[src/rtl/jfp_cfg.svh]
// Constants of the scan-port flash programming access block.
// Assumes inclusion by bare name from the block's sources.
`ifndef JFP_CFG_SVH
`define JFP_CFG_SVH
// ==========================================================
// Instruction opcodes
`define JFP_IR_W 4
`define JFP_OP_RESET 4'hc
`define JFP_OP_UNLOCK 4'h4
`define JFP_OP_CMD 4'h5
`define JFP_OP_PLOAD 4'h6
`define JFP_OP_BYPASS 4'hf
`define JFP_IR_CAPTURE 4'h1
// ==========================================================
// Data registers and command prefixes
`define JFP_UNLOCK_W 16
`define JFP_UNLOCK_KEY 16'ha370
`define JFP_CMD_W 15
`define JFP_BYTE_W 8
`define JFP_ADDR_W 16
`define JFP_PFX_ADDR_HI 7'h07
`define JFP_PFX_ADDR_LO 7'h03
// ==========================================================
// Timing counts in sys_clk cycles
`define JFP_DIS_CLR_CYC 2'h2
`define JFP_RST_TMO_CYC 5'h10
`define JFP_TMO_W 5
`endif

[src/rtl/jfp_pkg.sv]
// Types shared by the scan-port flash programming access block.
// Assumes jfp_cfg.svh is on the include path.
`include "jfp_cfg.svh"
package jfp_pkg;
  // ==========================================================
  // Test-access controller states
  typedef enum logic [3:0] {
    TLR, RTI, SEL_DR, CAP_DR, SH_DR, EX1_DR, PAU_DR, EX2_DR, UPD_DR,
    SEL_IR, CAP_IR, SH_IR, EX1_IR, PAU_IR, EX2_IR, UPD_IR
  } jfp_tap_type;
  // Sampled pins
  typedef struct packed {
    logic tck;
    logic tms;
    logic tdi;
    logic ext_rst_n;
  } jfp_pin_type;
  // Command word applied to the memory control inputs
  typedef struct packed {
    logic apply;
    logic [`JFP_CMD_W-1:0] word;
  } jfp_cmd_type;
  // One byte write into the flash page buffer
  typedef struct packed {
    logic we;
    logic hi;
    logic [`JFP_ADDR_W-1:0] addr;
    logic [`JFP_BYTE_W-1:0] data;
  } jfp_pbuf_type;
endpackage : jfp_pkg

[src/rtl/jfp_access.sv]
// Scan-port flash programming access: test-access controller, reset,
// unlock, command and page-load data registers.
// Assumes tck/tms/tdi/ext_rst_n come from pins, the rest from sys_clk logic.
//
// How it works
// The programmer uses only the four test-port pins, never reset or clock.
// The port works only with the enable fuse set and disable bit clear.
// Disable bit set and external reset low: bit clears after two clocks.
// All shift registers move least significant bit first, in and out.
// The instruction register is four bits wide, sixteen opcodes.
// Run-Test/Idle makes internal programming clocks and is a safe idle.
// Opcode 0xC selects the one-bit reset register; controller not reset.
// Device stays in reset while the reset register holds one.
// Opcode 0x4 selects the sixteen-bit unlock register, shifted in Shift-DR.
// Update-DR under unlock compares pattern; a match enters programming.
// Unlock key is 0xA370; register clears on reset; programmer clears it.
// Reset bit acts like the reset pin, then a time-out follows release.
// Opcode 0x5 selects the fifteen-bit command register.
// Capture-DR under command loads the previous command's result.
// Shift-DR moves old result out while the new command enters.
// Update-DR presents the command word to the memory control inputs.
// Entering Run-Test/Idle under command gives one execute clock.
// Programmer sends write-flash and address-byte commands by fixed prefixes.
// Opcode 0x6 selects the low eight command bits as page data register.
// Page-load Update-DR holds the byte and writes the page buffer quickly.
// Page-load updates alternate low then high byte, low first.
// Word address increments before each low byte except the first.
// Commands and page loads do nothing until unlock succeeds.
`include "jfp_cfg.svh"
module jfp_access (
  // Clock and reset
  input wire logic sys_clk,
  input wire logic rst_n,
  // Test-port pins
  input wire logic tck,
  input wire logic tms,
  input wire logic tdi,
  output logic tdo,
  output logic tdo_oe,
  // External reset pin and fuse
  input wire logic ext_rst_n,
  input wire logic scan_port_enable_fuse,
  // Disable bit of the mcu_control_status_reg, written by the core
  input wire logic dis_wr,
  input wire logic dis_wr_val,
  output logic scan_port_disable_bit,
  // Device reset and programming state
  output logic dev_reset,
  output logic prog_mode,
  // Memory control side
  input wire logic [`JFP_CMD_W-1:0] cmd_result,
  output jfp_pkg::jfp_cmd_type nvm_cmd,
  output logic nvm_exec_clk,
  output jfp_pkg::jfp_pbuf_type pbuf_wr
);
  // ==========================================================
  // Pin synchroniser and edge detect
  jfp_pkg::jfp_pin_type pin_s1_ff;
  jfp_pkg::jfp_pin_type pin_s2_ff;
  logic tck_prev_ff;
  wire jfp_pkg::jfp_pin_type pin_raw = {tck, tms, tdi, ext_rst_n};
  wire tck_rise = pin_s2_ff.tck & ~tck_prev_ff;
  wire tck_fall = ~pin_s2_ff.tck & tck_prev_ff;

  always_ff @(posedge sys_clk) begin
    if (!rst_n) begin
      pin_s1_ff <= '{tck: 1'b0, tms: 1'b1, tdi: 1'b0, ext_rst_n: 1'b1};
      pin_s2_ff <= '{tck: 1'b0, tms: 1'b1, tdi: 1'b0, ext_rst_n: 1'b1};
      tck_prev_ff <= 1'b0;
    end else begin
      pin_s1_ff <= pin_raw;
      pin_s2_ff <= pin_s1_ff;
      tck_prev_ff <= pin_s2_ff.tck;
    end
  end

  // ==========================================================
  // Port disable bit
  logic dis_ff;
  logic [1:0] dis_cnt_ff;
  logic [1:0] nxt_dis_cnt;
  logic nxt_dis;
  wire dis_rst_low = dis_ff & ~pin_s2_ff.ext_rst_n;
  wire dis_clr = dis_rst_low & (dis_cnt_ff == `JFP_DIS_CLR_CYC - 2'h1);
  wire port_en = scan_port_enable_fuse & ~dis_ff;

  always_comb begin
    nxt_dis = dis_ff;
    nxt_dis_cnt = 2'h0;
    if (dis_rst_low && !dis_clr) begin
      nxt_dis_cnt = dis_cnt_ff + 2'h1;
    end
    if (dis_clr) begin
      nxt_dis = 1'b0;
    end
    if (dis_wr) begin
      nxt_dis = dis_wr_val;
    end
  end

  always_ff @(posedge sys_clk) begin
    if (!rst_n) begin
      dis_ff <= 1'b0;
      dis_cnt_ff <= 2'h0;
    end else begin
      dis_ff <= nxt_dis;
      dis_cnt_ff <= nxt_dis_cnt;
    end
  end

  // ==========================================================
  // Test-access controller
  function automatic jfp_pkg::jfp_tap_type tap_next(
    input jfp_pkg::jfp_tap_type s, input logic m);
    case (s)
      jfp_pkg::TLR: tap_next = m ? jfp_pkg::TLR : jfp_pkg::RTI;
      jfp_pkg::RTI: tap_next = m ? jfp_pkg::SEL_DR : jfp_pkg::RTI;
      jfp_pkg::SEL_DR: tap_next = m ? jfp_pkg::SEL_IR : jfp_pkg::CAP_DR;
      jfp_pkg::CAP_DR: tap_next = m ? jfp_pkg::EX1_DR : jfp_pkg::SH_DR;
      jfp_pkg::SH_DR: tap_next = m ? jfp_pkg::EX1_DR : jfp_pkg::SH_DR;
      jfp_pkg::EX1_DR: tap_next = m ? jfp_pkg::UPD_DR : jfp_pkg::PAU_DR;
      jfp_pkg::PAU_DR: tap_next = m ? jfp_pkg::EX2_DR : jfp_pkg::PAU_DR;
      jfp_pkg::EX2_DR: tap_next = m ? jfp_pkg::UPD_DR : jfp_pkg::SH_DR;
      jfp_pkg::UPD_DR: tap_next = m ? jfp_pkg::SEL_DR : jfp_pkg::RTI;
      jfp_pkg::SEL_IR: tap_next = m ? jfp_pkg::TLR : jfp_pkg::CAP_IR;
      jfp_pkg::CAP_IR: tap_next = m ? jfp_pkg::EX1_IR : jfp_pkg::SH_IR;
      jfp_pkg::SH_IR: tap_next = m ? jfp_pkg::EX1_IR : jfp_pkg::SH_IR;
      jfp_pkg::EX1_IR: tap_next = m ? jfp_pkg::UPD_IR : jfp_pkg::PAU_IR;
      jfp_pkg::PAU_IR: tap_next = m ? jfp_pkg::EX2_IR : jfp_pkg::PAU_IR;
      jfp_pkg::EX2_IR: tap_next = m ? jfp_pkg::UPD_IR : jfp_pkg::SH_IR;
      jfp_pkg::UPD_IR: tap_next = m ? jfp_pkg::SEL_DR : jfp_pkg::RTI;
      default: tap_next = jfp_pkg::TLR;
    endcase
  endfunction : tap_next

  jfp_pkg::jfp_tap_type state_ff;
  wire jfp_pkg::jfp_tap_type step_state = tap_next(state_ff, pin_s2_ff.tms);
  wire jfp_pkg::jfp_tap_type nxt_state =
    !port_en ? jfp_pkg::TLR : (tck_rise ? step_state : state_ff);

  always_ff @(posedge sys_clk) begin
    if (!rst_n) begin
      state_ff <= jfp_pkg::TLR;
    end else begin
      state_ff <= nxt_state;
    end
  end

  // State events, each one sys_clk wide
  wire step = tck_rise & port_en;
  wire cap_ir = step & (state_ff == jfp_pkg::CAP_IR);
  wire sh_ir = step & (state_ff == jfp_pkg::SH_IR);
  wire upd_ir = step & (step_state == jfp_pkg::UPD_IR);
  wire cap_dr = step & (state_ff == jfp_pkg::CAP_DR);
  wire sh_dr = step & (state_ff == jfp_pkg::SH_DR);
  wire upd_dr = step & (step_state == jfp_pkg::UPD_DR);
  wire enter_rti = step & (step_state == jfp_pkg::RTI)
    & (state_ff != jfp_pkg::RTI);

  // ==========================================================
  // Instruction register
  logic [`JFP_IR_W-1:0] ir_sh_ff;
  logic [`JFP_IR_W-1:0] ir_ff;
  wire in_tlr = (state_ff == jfp_pkg::TLR);
  wire sel_rst = (ir_ff == `JFP_OP_RESET);
  wire sel_unl = (ir_ff == `JFP_OP_UNLOCK);
  wire sel_cmd = (ir_ff == `JFP_OP_CMD);
  wire sel_pld = (ir_ff == `JFP_OP_PLOAD);

  always_ff @(posedge sys_clk) begin
    if (!rst_n) begin
      ir_sh_ff <= `JFP_IR_CAPTURE;
      ir_ff <= `JFP_OP_BYPASS;
    end else begin
      if (cap_ir) begin
        ir_sh_ff <= `JFP_IR_CAPTURE;
      end else if (sh_ir) begin
        ir_sh_ff <= {pin_s2_ff.tdi, ir_sh_ff[`JFP_IR_W-1:1]};
      end
      if (in_tlr) begin
        ir_ff <= `JFP_OP_BYPASS;
      end else if (upd_ir) begin
        ir_ff <= ir_sh_ff;
      end
    end
  end

  // ==========================================================
  // Data registers
  logic rst_reg_ff;
  logic byp_ff;
  logic [`JFP_UNLOCK_W-1:0] unl_ff;
  logic [`JFP_CMD_W-1:0] cmd_sh_ff;
  logic [`JFP_CMD_W-1:0] nxt_cmd_sh;
  wire dti = pin_s2_ff.tdi;
  wire key_ok = (unl_ff == `JFP_UNLOCK_KEY);

  always_comb begin
    nxt_cmd_sh = cmd_sh_ff;
    if (sel_cmd && cap_dr) begin
      nxt_cmd_sh = cmd_result;
    end else if (sel_cmd && sh_dr) begin
      nxt_cmd_sh = {dti, cmd_sh_ff[`JFP_CMD_W-1:1]};
    end else if (sel_pld && sh_dr) begin
      nxt_cmd_sh[`JFP_BYTE_W-1:0] =
        {dti, cmd_sh_ff[`JFP_BYTE_W-1:1]};
    end
  end

  always_ff @(posedge sys_clk) begin
    if (!rst_n) begin
      rst_reg_ff <= 1'b0;
      byp_ff <= 1'b0;
      unl_ff <= '0;
      cmd_sh_ff <= '0;
    end else begin
      if (sel_rst && sh_dr) begin
        rst_reg_ff <= dti;
      end
      if (cap_dr) begin
        byp_ff <= 1'b0;
      end else if (sh_dr) begin
        byp_ff <= dti;
      end
      if (sel_unl && sh_dr) begin
        unl_ff <= {dti, unl_ff[`JFP_UNLOCK_W-1:1]};
      end
      cmd_sh_ff <= nxt_cmd_sh;
    end
  end

  // ==========================================================
  // Device reset and programming mode
  logic dev_rst_ff;
  logic pmode_ff;
  logic [`JFP_TMO_W-1:0] tmo_ff;
  wire rst_req = rst_reg_ff | ~pin_s2_ff.ext_rst_n;

  always_ff @(posedge sys_clk) begin
    if (!rst_n) begin
      dev_rst_ff <= 1'b1;
      tmo_ff <= `JFP_RST_TMO_CYC;
      pmode_ff <= 1'b0;
    end else begin
      dev_rst_ff <= rst_req | (tmo_ff != '0);
      if (rst_req) begin
        tmo_ff <= `JFP_RST_TMO_CYC;
      end else if (tmo_ff != '0) begin
        tmo_ff <= tmo_ff - `JFP_TMO_W'(1);
      end
      if (sel_unl && upd_dr) begin
        pmode_ff <= key_ok;
      end
    end
  end

  // ==========================================================
  // Commands and page load
  jfp_pkg::jfp_cmd_type cmd_ff;
  jfp_pkg::jfp_pbuf_type pend_ff;
  jfp_pkg::jfp_pbuf_type pbuf_ff;
  logic exec_ff;
  logic hi_ff;
  logic first_ff;
  logic [`JFP_ADDR_W-1:0] waddr_ff;
  wire cmd_upd = sel_cmd & upd_dr & pmode_ff;
  wire pld_upd = sel_pld & upd_dr & pmode_ff;
  wire pld_enter = upd_ir & (ir_sh_ff == `JFP_OP_PLOAD);
  wire [6:0] cmd_pfx = cmd_sh_ff[`JFP_CMD_W-1:`JFP_BYTE_W];
  wire [7:0] cmd_arg = cmd_sh_ff[`JFP_BYTE_W-1:0];
  wire addr_inc = ~hi_ff & ~first_ff;
  wire [`JFP_ADDR_W-1:0] nxt_waddr =
    waddr_ff + {{(`JFP_ADDR_W-1){1'b0}}, addr_inc};

  always_ff @(posedge sys_clk) begin
    if (!rst_n) begin
      cmd_ff <= '0;
      exec_ff <= 1'b0;
      waddr_ff <= '0;
    end else begin
      cmd_ff.apply <= cmd_upd;
      if (cmd_upd) begin
        cmd_ff.word <= cmd_sh_ff;
      end
      exec_ff <= enter_rti & sel_cmd & pmode_ff;
      if (cmd_upd && cmd_pfx == `JFP_PFX_ADDR_HI) begin
        waddr_ff[15:8] <= cmd_arg;
      end else if (cmd_upd && cmd_pfx == `JFP_PFX_ADDR_LO) begin
        waddr_ff[7:0] <= cmd_arg;
      end else if (pld_upd) begin
        waddr_ff <= nxt_waddr;
      end
    end
  end

  always_ff @(posedge sys_clk) begin
    if (!rst_n) begin
      hi_ff <= 1'b0;
      first_ff <= 1'b1;
      pend_ff <= '0;
      pbuf_ff <= '0;
    end else begin
      if (pld_enter) begin
        hi_ff <= 1'b0;
        first_ff <= 1'b1;
      end else if (pld_upd) begin
        hi_ff <= ~hi_ff;
        first_ff <= 1'b0;
      end
      pend_ff <= '{we: pld_upd, hi: hi_ff, addr: nxt_waddr,
                   data: cmd_arg};
      pbuf_ff <= pend_ff;
    end
  end

  // ==========================================================
  // Serial output, changes on the falling test clock
  logic tdo_ff;
  logic tdo_oe_ff;
  logic sel_bit;

  always_comb begin
    sel_bit = byp_ff;
    if (state_ff == jfp_pkg::SH_IR) begin
      sel_bit = ir_sh_ff[0];
    end else if (sel_rst) begin
      sel_bit = rst_reg_ff;
    end else if (sel_unl) begin
      sel_bit = unl_ff[0];
    end else if (sel_cmd || sel_pld) begin
      sel_bit = cmd_sh_ff[0];
    end
  end

  wire in_shift = (state_ff == jfp_pkg::SH_IR)
    | (state_ff == jfp_pkg::SH_DR);

  always_ff @(posedge sys_clk) begin
    if (!rst_n) begin
      tdo_ff <= 1'b0;
      tdo_oe_ff <= 1'b0;
    end else if (!port_en) begin
      tdo_oe_ff <= 1'b0;
    end else if (tck_fall) begin
      tdo_ff <= sel_bit;
      tdo_oe_ff <= in_shift;
    end
  end

  assign tdo = tdo_ff;
  assign tdo_oe = tdo_oe_ff;
  assign scan_port_disable_bit = dis_ff;
  assign dev_reset = dev_rst_ff;
  assign prog_mode = pmode_ff;
  assign nvm_cmd = cmd_ff;
  assign nvm_exec_clk = exec_ff;
  assign pbuf_wr = pbuf_ff;
endmodule : jfp_access

[config.mk]
export PLATFORM = sky130hd
export DESIGN_NAME = jfp_access
export DESIGN_NICKNAME = d
export VERILOG_FILES = /design/src/rtl/jfp_pkg.sv /design/src/rtl/jfp_access.sv
export VERILOG_INCLUDE_DIRS = /design/src /design/src/rtl
export SDC_FILE = /design/constraint.sdc
export NUM_CORES = 1
export LEC_CHECK = 0
export BUFFER_PORTS_ARGS = -buffer_cell sky130_fd_sc_hd__buf_4
export CAP_MARGIN = 30
export CORE_ASPECT_RATIO = 2
export CORE_MARGIN = 3
export CORE_UTILIZATION = 33
export DETAILED_ROUTE_END_ITERATION = 7
export GPL_TIMING_DRIVEN = 0
export SLEW_MARGIN = 20
export SYNTH_ARGS = -nofsm -noshare
export SYNTH_HDL_FRONTEND = slang
export SYNTH_SLANG_ARGS = --single-unit
[constraint.sdc]
create_clock -name sys_clk -period 4.84 [get_ports sys_clk]
set_input_delay 0.484 -clock sys_clk [delete_from_list [all_inputs] [get_ports sys_clk]]
set_output_delay 0.484 -clock sys_clk [all_outputs]
set_load 0.02 [all_outputs]
==> metrics.md <==
| Metric | Value |
|---|---|
| Status | finished clean |
| Drt wl/cell | 15.41 um |
| First-pass GRT wire length | 24380 um |
| Logic gate share of total power | 0.042 |
| Root Driver | clkbuf_16 |
| Drt drc | 0 |
| R2r setup slk | 2.24 ns |
| Worst Path Required | 5.14 ns |
| Setup crit start | scan_port_disable_bit |
| Skew-Pair Late Insertion Delay | 0.42 ns |
| Share of cells above drive strength 1 | 0.1481 |
| Sequential area share after synthesis | 0.5081 |
| Switching share of power | 0.2075 |
| Syn Std Cell Area | 6028 um^2 |
| DR vias | 4855 |
| CP arrival | 2.90 ns |
| Min-delay src | ext_rst_n |
| Clock share of power | 0.506 |
| RR Startpoint | scan_port_disable_bit |
| Power Dens Cells | 383.7 nW/um^2 |
| Initial Utilization | 0.3373 |
| Post-synthesis cell type count | 54 |
| I/O pins | 72 |
| Crit Path Max Fanout | 10 |
| Area growth syn-to-layout | 23.99% |
| HPWL after DPL | 11370 um |
| Async set or reset register ratio after synthesis | 0 |
| Internal Power | 0.002273 W |
| Crit path kind | reg2reg |
| CTS Sinks | 153 |
| Critical Path Source Type | register |
| Total Nets Final | 787 |
| Fmax | 385.1 MHz |
| Die area | 20020 um^2 |
| Post-CTS Setup Bufs | 0 |
| Mapped Cells | 670 |
| Tightest Hold Check Type | in2reg |
| H-Tree Depth | 4 |
| Vias per cell | 4.939 |
| # setup viols final | 0 |
| Grt total ovfl | 0 |
| Die Wd | 101.6 um |
| Worst setup EP type | register |
| Gpl congestion | 0.8164 |
| Initial antenna violation count | 0 |
| Ys Warns | 0 |
| Port bufs | 70 |
| Leak | 2.829 nW |
| Core area | 17870 um^2 |
| TritonCTS clock tree | built |
| Cts repair resizes | 0 |
| Synth Flop Type | dfxtp_1 |
| P_sw | 0.0005951 W |
| Bufs on Longest Clock Path | 2 |
| Hold slack | 0.2483 ns |
| Final Max Tran Viols | 0 |
| VDD IR max | 226.6 uV |
| Flop pwr share | 0.452 |
| Final setup TNS | 0 ns |
| Actual slew at the worst max-slew pin | 0.9225 ns |
| Clock-pin slew on the worst setup and hold paths | 0.06 ns |
| Minimum clock period | 2.597 ns |
| Slew HR | 0.3802 |
| Max Cap Viol | 0 |
| RSZ-0062 raised after global routing | no |
| Die Y | 197.1 um |
| Hold-fix buffers, CTS | 0 |
| Syn avg cell area | 8.997 um^2 |
| Synth Register Bits | 153 |
| Largest net degree at the start of global routing | 17 |
| Number of flops mapped to enable cells by yosys | 0 |
| Skew final | 0.009129 ns |
| Pre-CTS WS | 2.072 ns |
| First DRT Iteration DRCs | 226 |
| Drt total wl | 15150 um |
| Row cnt | 69 |
| Detail Route Antenna Nets | 0 |
| Final worst setup slack | 2.243 ns |
| Final Hold Fails | 0 |
| GRT Resource Usage Total | 0.1574 |
| TritonCTS Buffers | 17 |
| Syn Nets | 698 |
| DRT Pass-1 Iters | 4 |
| Ant diodes | 0 |
| Vias in the first global route | 4854 |
| Final worst-path cycle share | 0.5365 |
[per-stage QoR]
| stage | utilization | std cells | total power (W) | cell area (um^2) |
|---|---|---|---|---|
| after floorplan | - | 670 | 0.001401 | 6028 |
| after global placement | 0.3816 | 953 | 0.001444 | 6820 |
| after detailed placement | 0.3820 | 953 | 0.001446 | 6827 |
| after CTS | 0.4183 | 983 | 0.002899 | 7475 |
| after global routing | 0.4183 | 983 | 0.002965 | 7475 |
| final | 0.4183 | 983 | 0.002868 | 7475 |
[power groups by stage]
stage	Clock, W	Sequential, W	Combinational, W
after floorplan	0	0.00132	0.0000782
after global placement	0	0.00132	0.000120
after detailed placement	0	0.00132	0.000122
after CTS	0.00148	0.00130	0.000123
after global routing	0.00153	0.00130	0.000135
final	0.00145	0.00130	0.000120
[registers in the layout, summed over array words and instances, names as in the netlist, 2 cells and up]
name / cells
pin_s1_ff: 4
ir_ff: 4
tmo_ff: 5
nvm_cmd: 16
pbuf_wr: 26
dis_cnt_ff: 2
waddr_ff: 16
pin_s2_ff: 3
pend_ff: 26
unl_ff: 16
cmd_sh_ff: 15
ir_sh_ff: 4
state_ff: 4
[area by class of cell]
type | count | area, um^2
inverters | 12 | 45.04
flip-flops and latches | 153 | 3063
plain buffers | 43 | 166.4
repair buffers | 70 | 525.5
clock buffers | 19 | 452.9
multi-input cells | 462 | 2760
well taps | 213 | 266.5
clock inverters | 11 | 195.2
fillers | 1783 | 10400
[critical path, stage by stage, from the launching register on]
cell and delay (ns):
dfxtp_1 0.35, nand4bb_1 0.33, buf_2 0.30, or4_1 0.60
clkbuf_1 0.29, clkbuf_1 0.33, o21ai_0 0.22, a21oi_1 0.05
[logic make-up after synthesis]
family                   after synthesis  synth area share
XOR/XNOR                              30           0.04359
flip-flops                           153            0.5081
AO/OA/AOI/OAI                        123            0.1266
buffers and inverters                 55           0.03508
multiplexers                          24           0.04006
AND/OR/NAND/NOR                      281            0.2383
adder cells (fa/ha/maj)                4          0.008303
[layer usage]
layer | global-route usage | wire (um) | vias up
met2 | 0.2986 | 8573 | 90
li1 | - | - | 2470
met4 | 0.08185 | 570 | 0
met5 | 0 | 0 | -
met1 | 0.1522 | 5563 | 2265
met3 | 0.03606 | 444 | 30
[worst paths after layout]
kind                  endpoint  depth (start not counted)
hold / removal    pin_s1_ff[0]                          2
setup reg to reg  cmd_sh_ff[0]                          7
hold reg to reg   pin_s2_ff[0]                          1
setup / recovery  cmd_sh_ff[0]                          7
[synthesized netlist by cell type (6+ instances only)]
library cell  count  area (um^2)
nand2_1          79        296.5
nor3_1            8        40.04
a22oi_1           6        45.04
clkbuf_1         39        146.4
nor2b_1           7        43.79
a21oi_1          59        295.3
nand4_1           9        56.30
nand2b_1         12        75.07
dfxtp_1         153         3063
mux2i_1          23        230.2
o21ai_0          19        95.09
and2_1           42        262.8
nor2_1           58        217.7
nand3_1          30        150.1
a211oi_1         15        112.6
inv_1            11        41.29
xnor2_1          16        140.1
xor2_1           14        122.6
[placed cells by master (no fill, tap or decap), types with 5 or more instances in the layout]
master     synthesis  final
a211oi_1          15     15
a21oi_1           59     59
a22oi_1            6      6
and2_1            42     42
buf_4              0     70
bufinv_16          0      5
clkbuf_1          39     39
clkbuf_16          0     17
dfxtp_1          153    153
inv_1             11     11
mux2i_1           23     23
nand2_1           79     79
nand2b_1          12     12
nand3_1           30     30
nand4_1            9      9
nor2_1            58     58
nor2b_1            7      7
nor3_1             8      8
o21ai_0           19     19
xnor2_1           16     16
xor2_1            14     14
(Power assumes the default switching activity.)
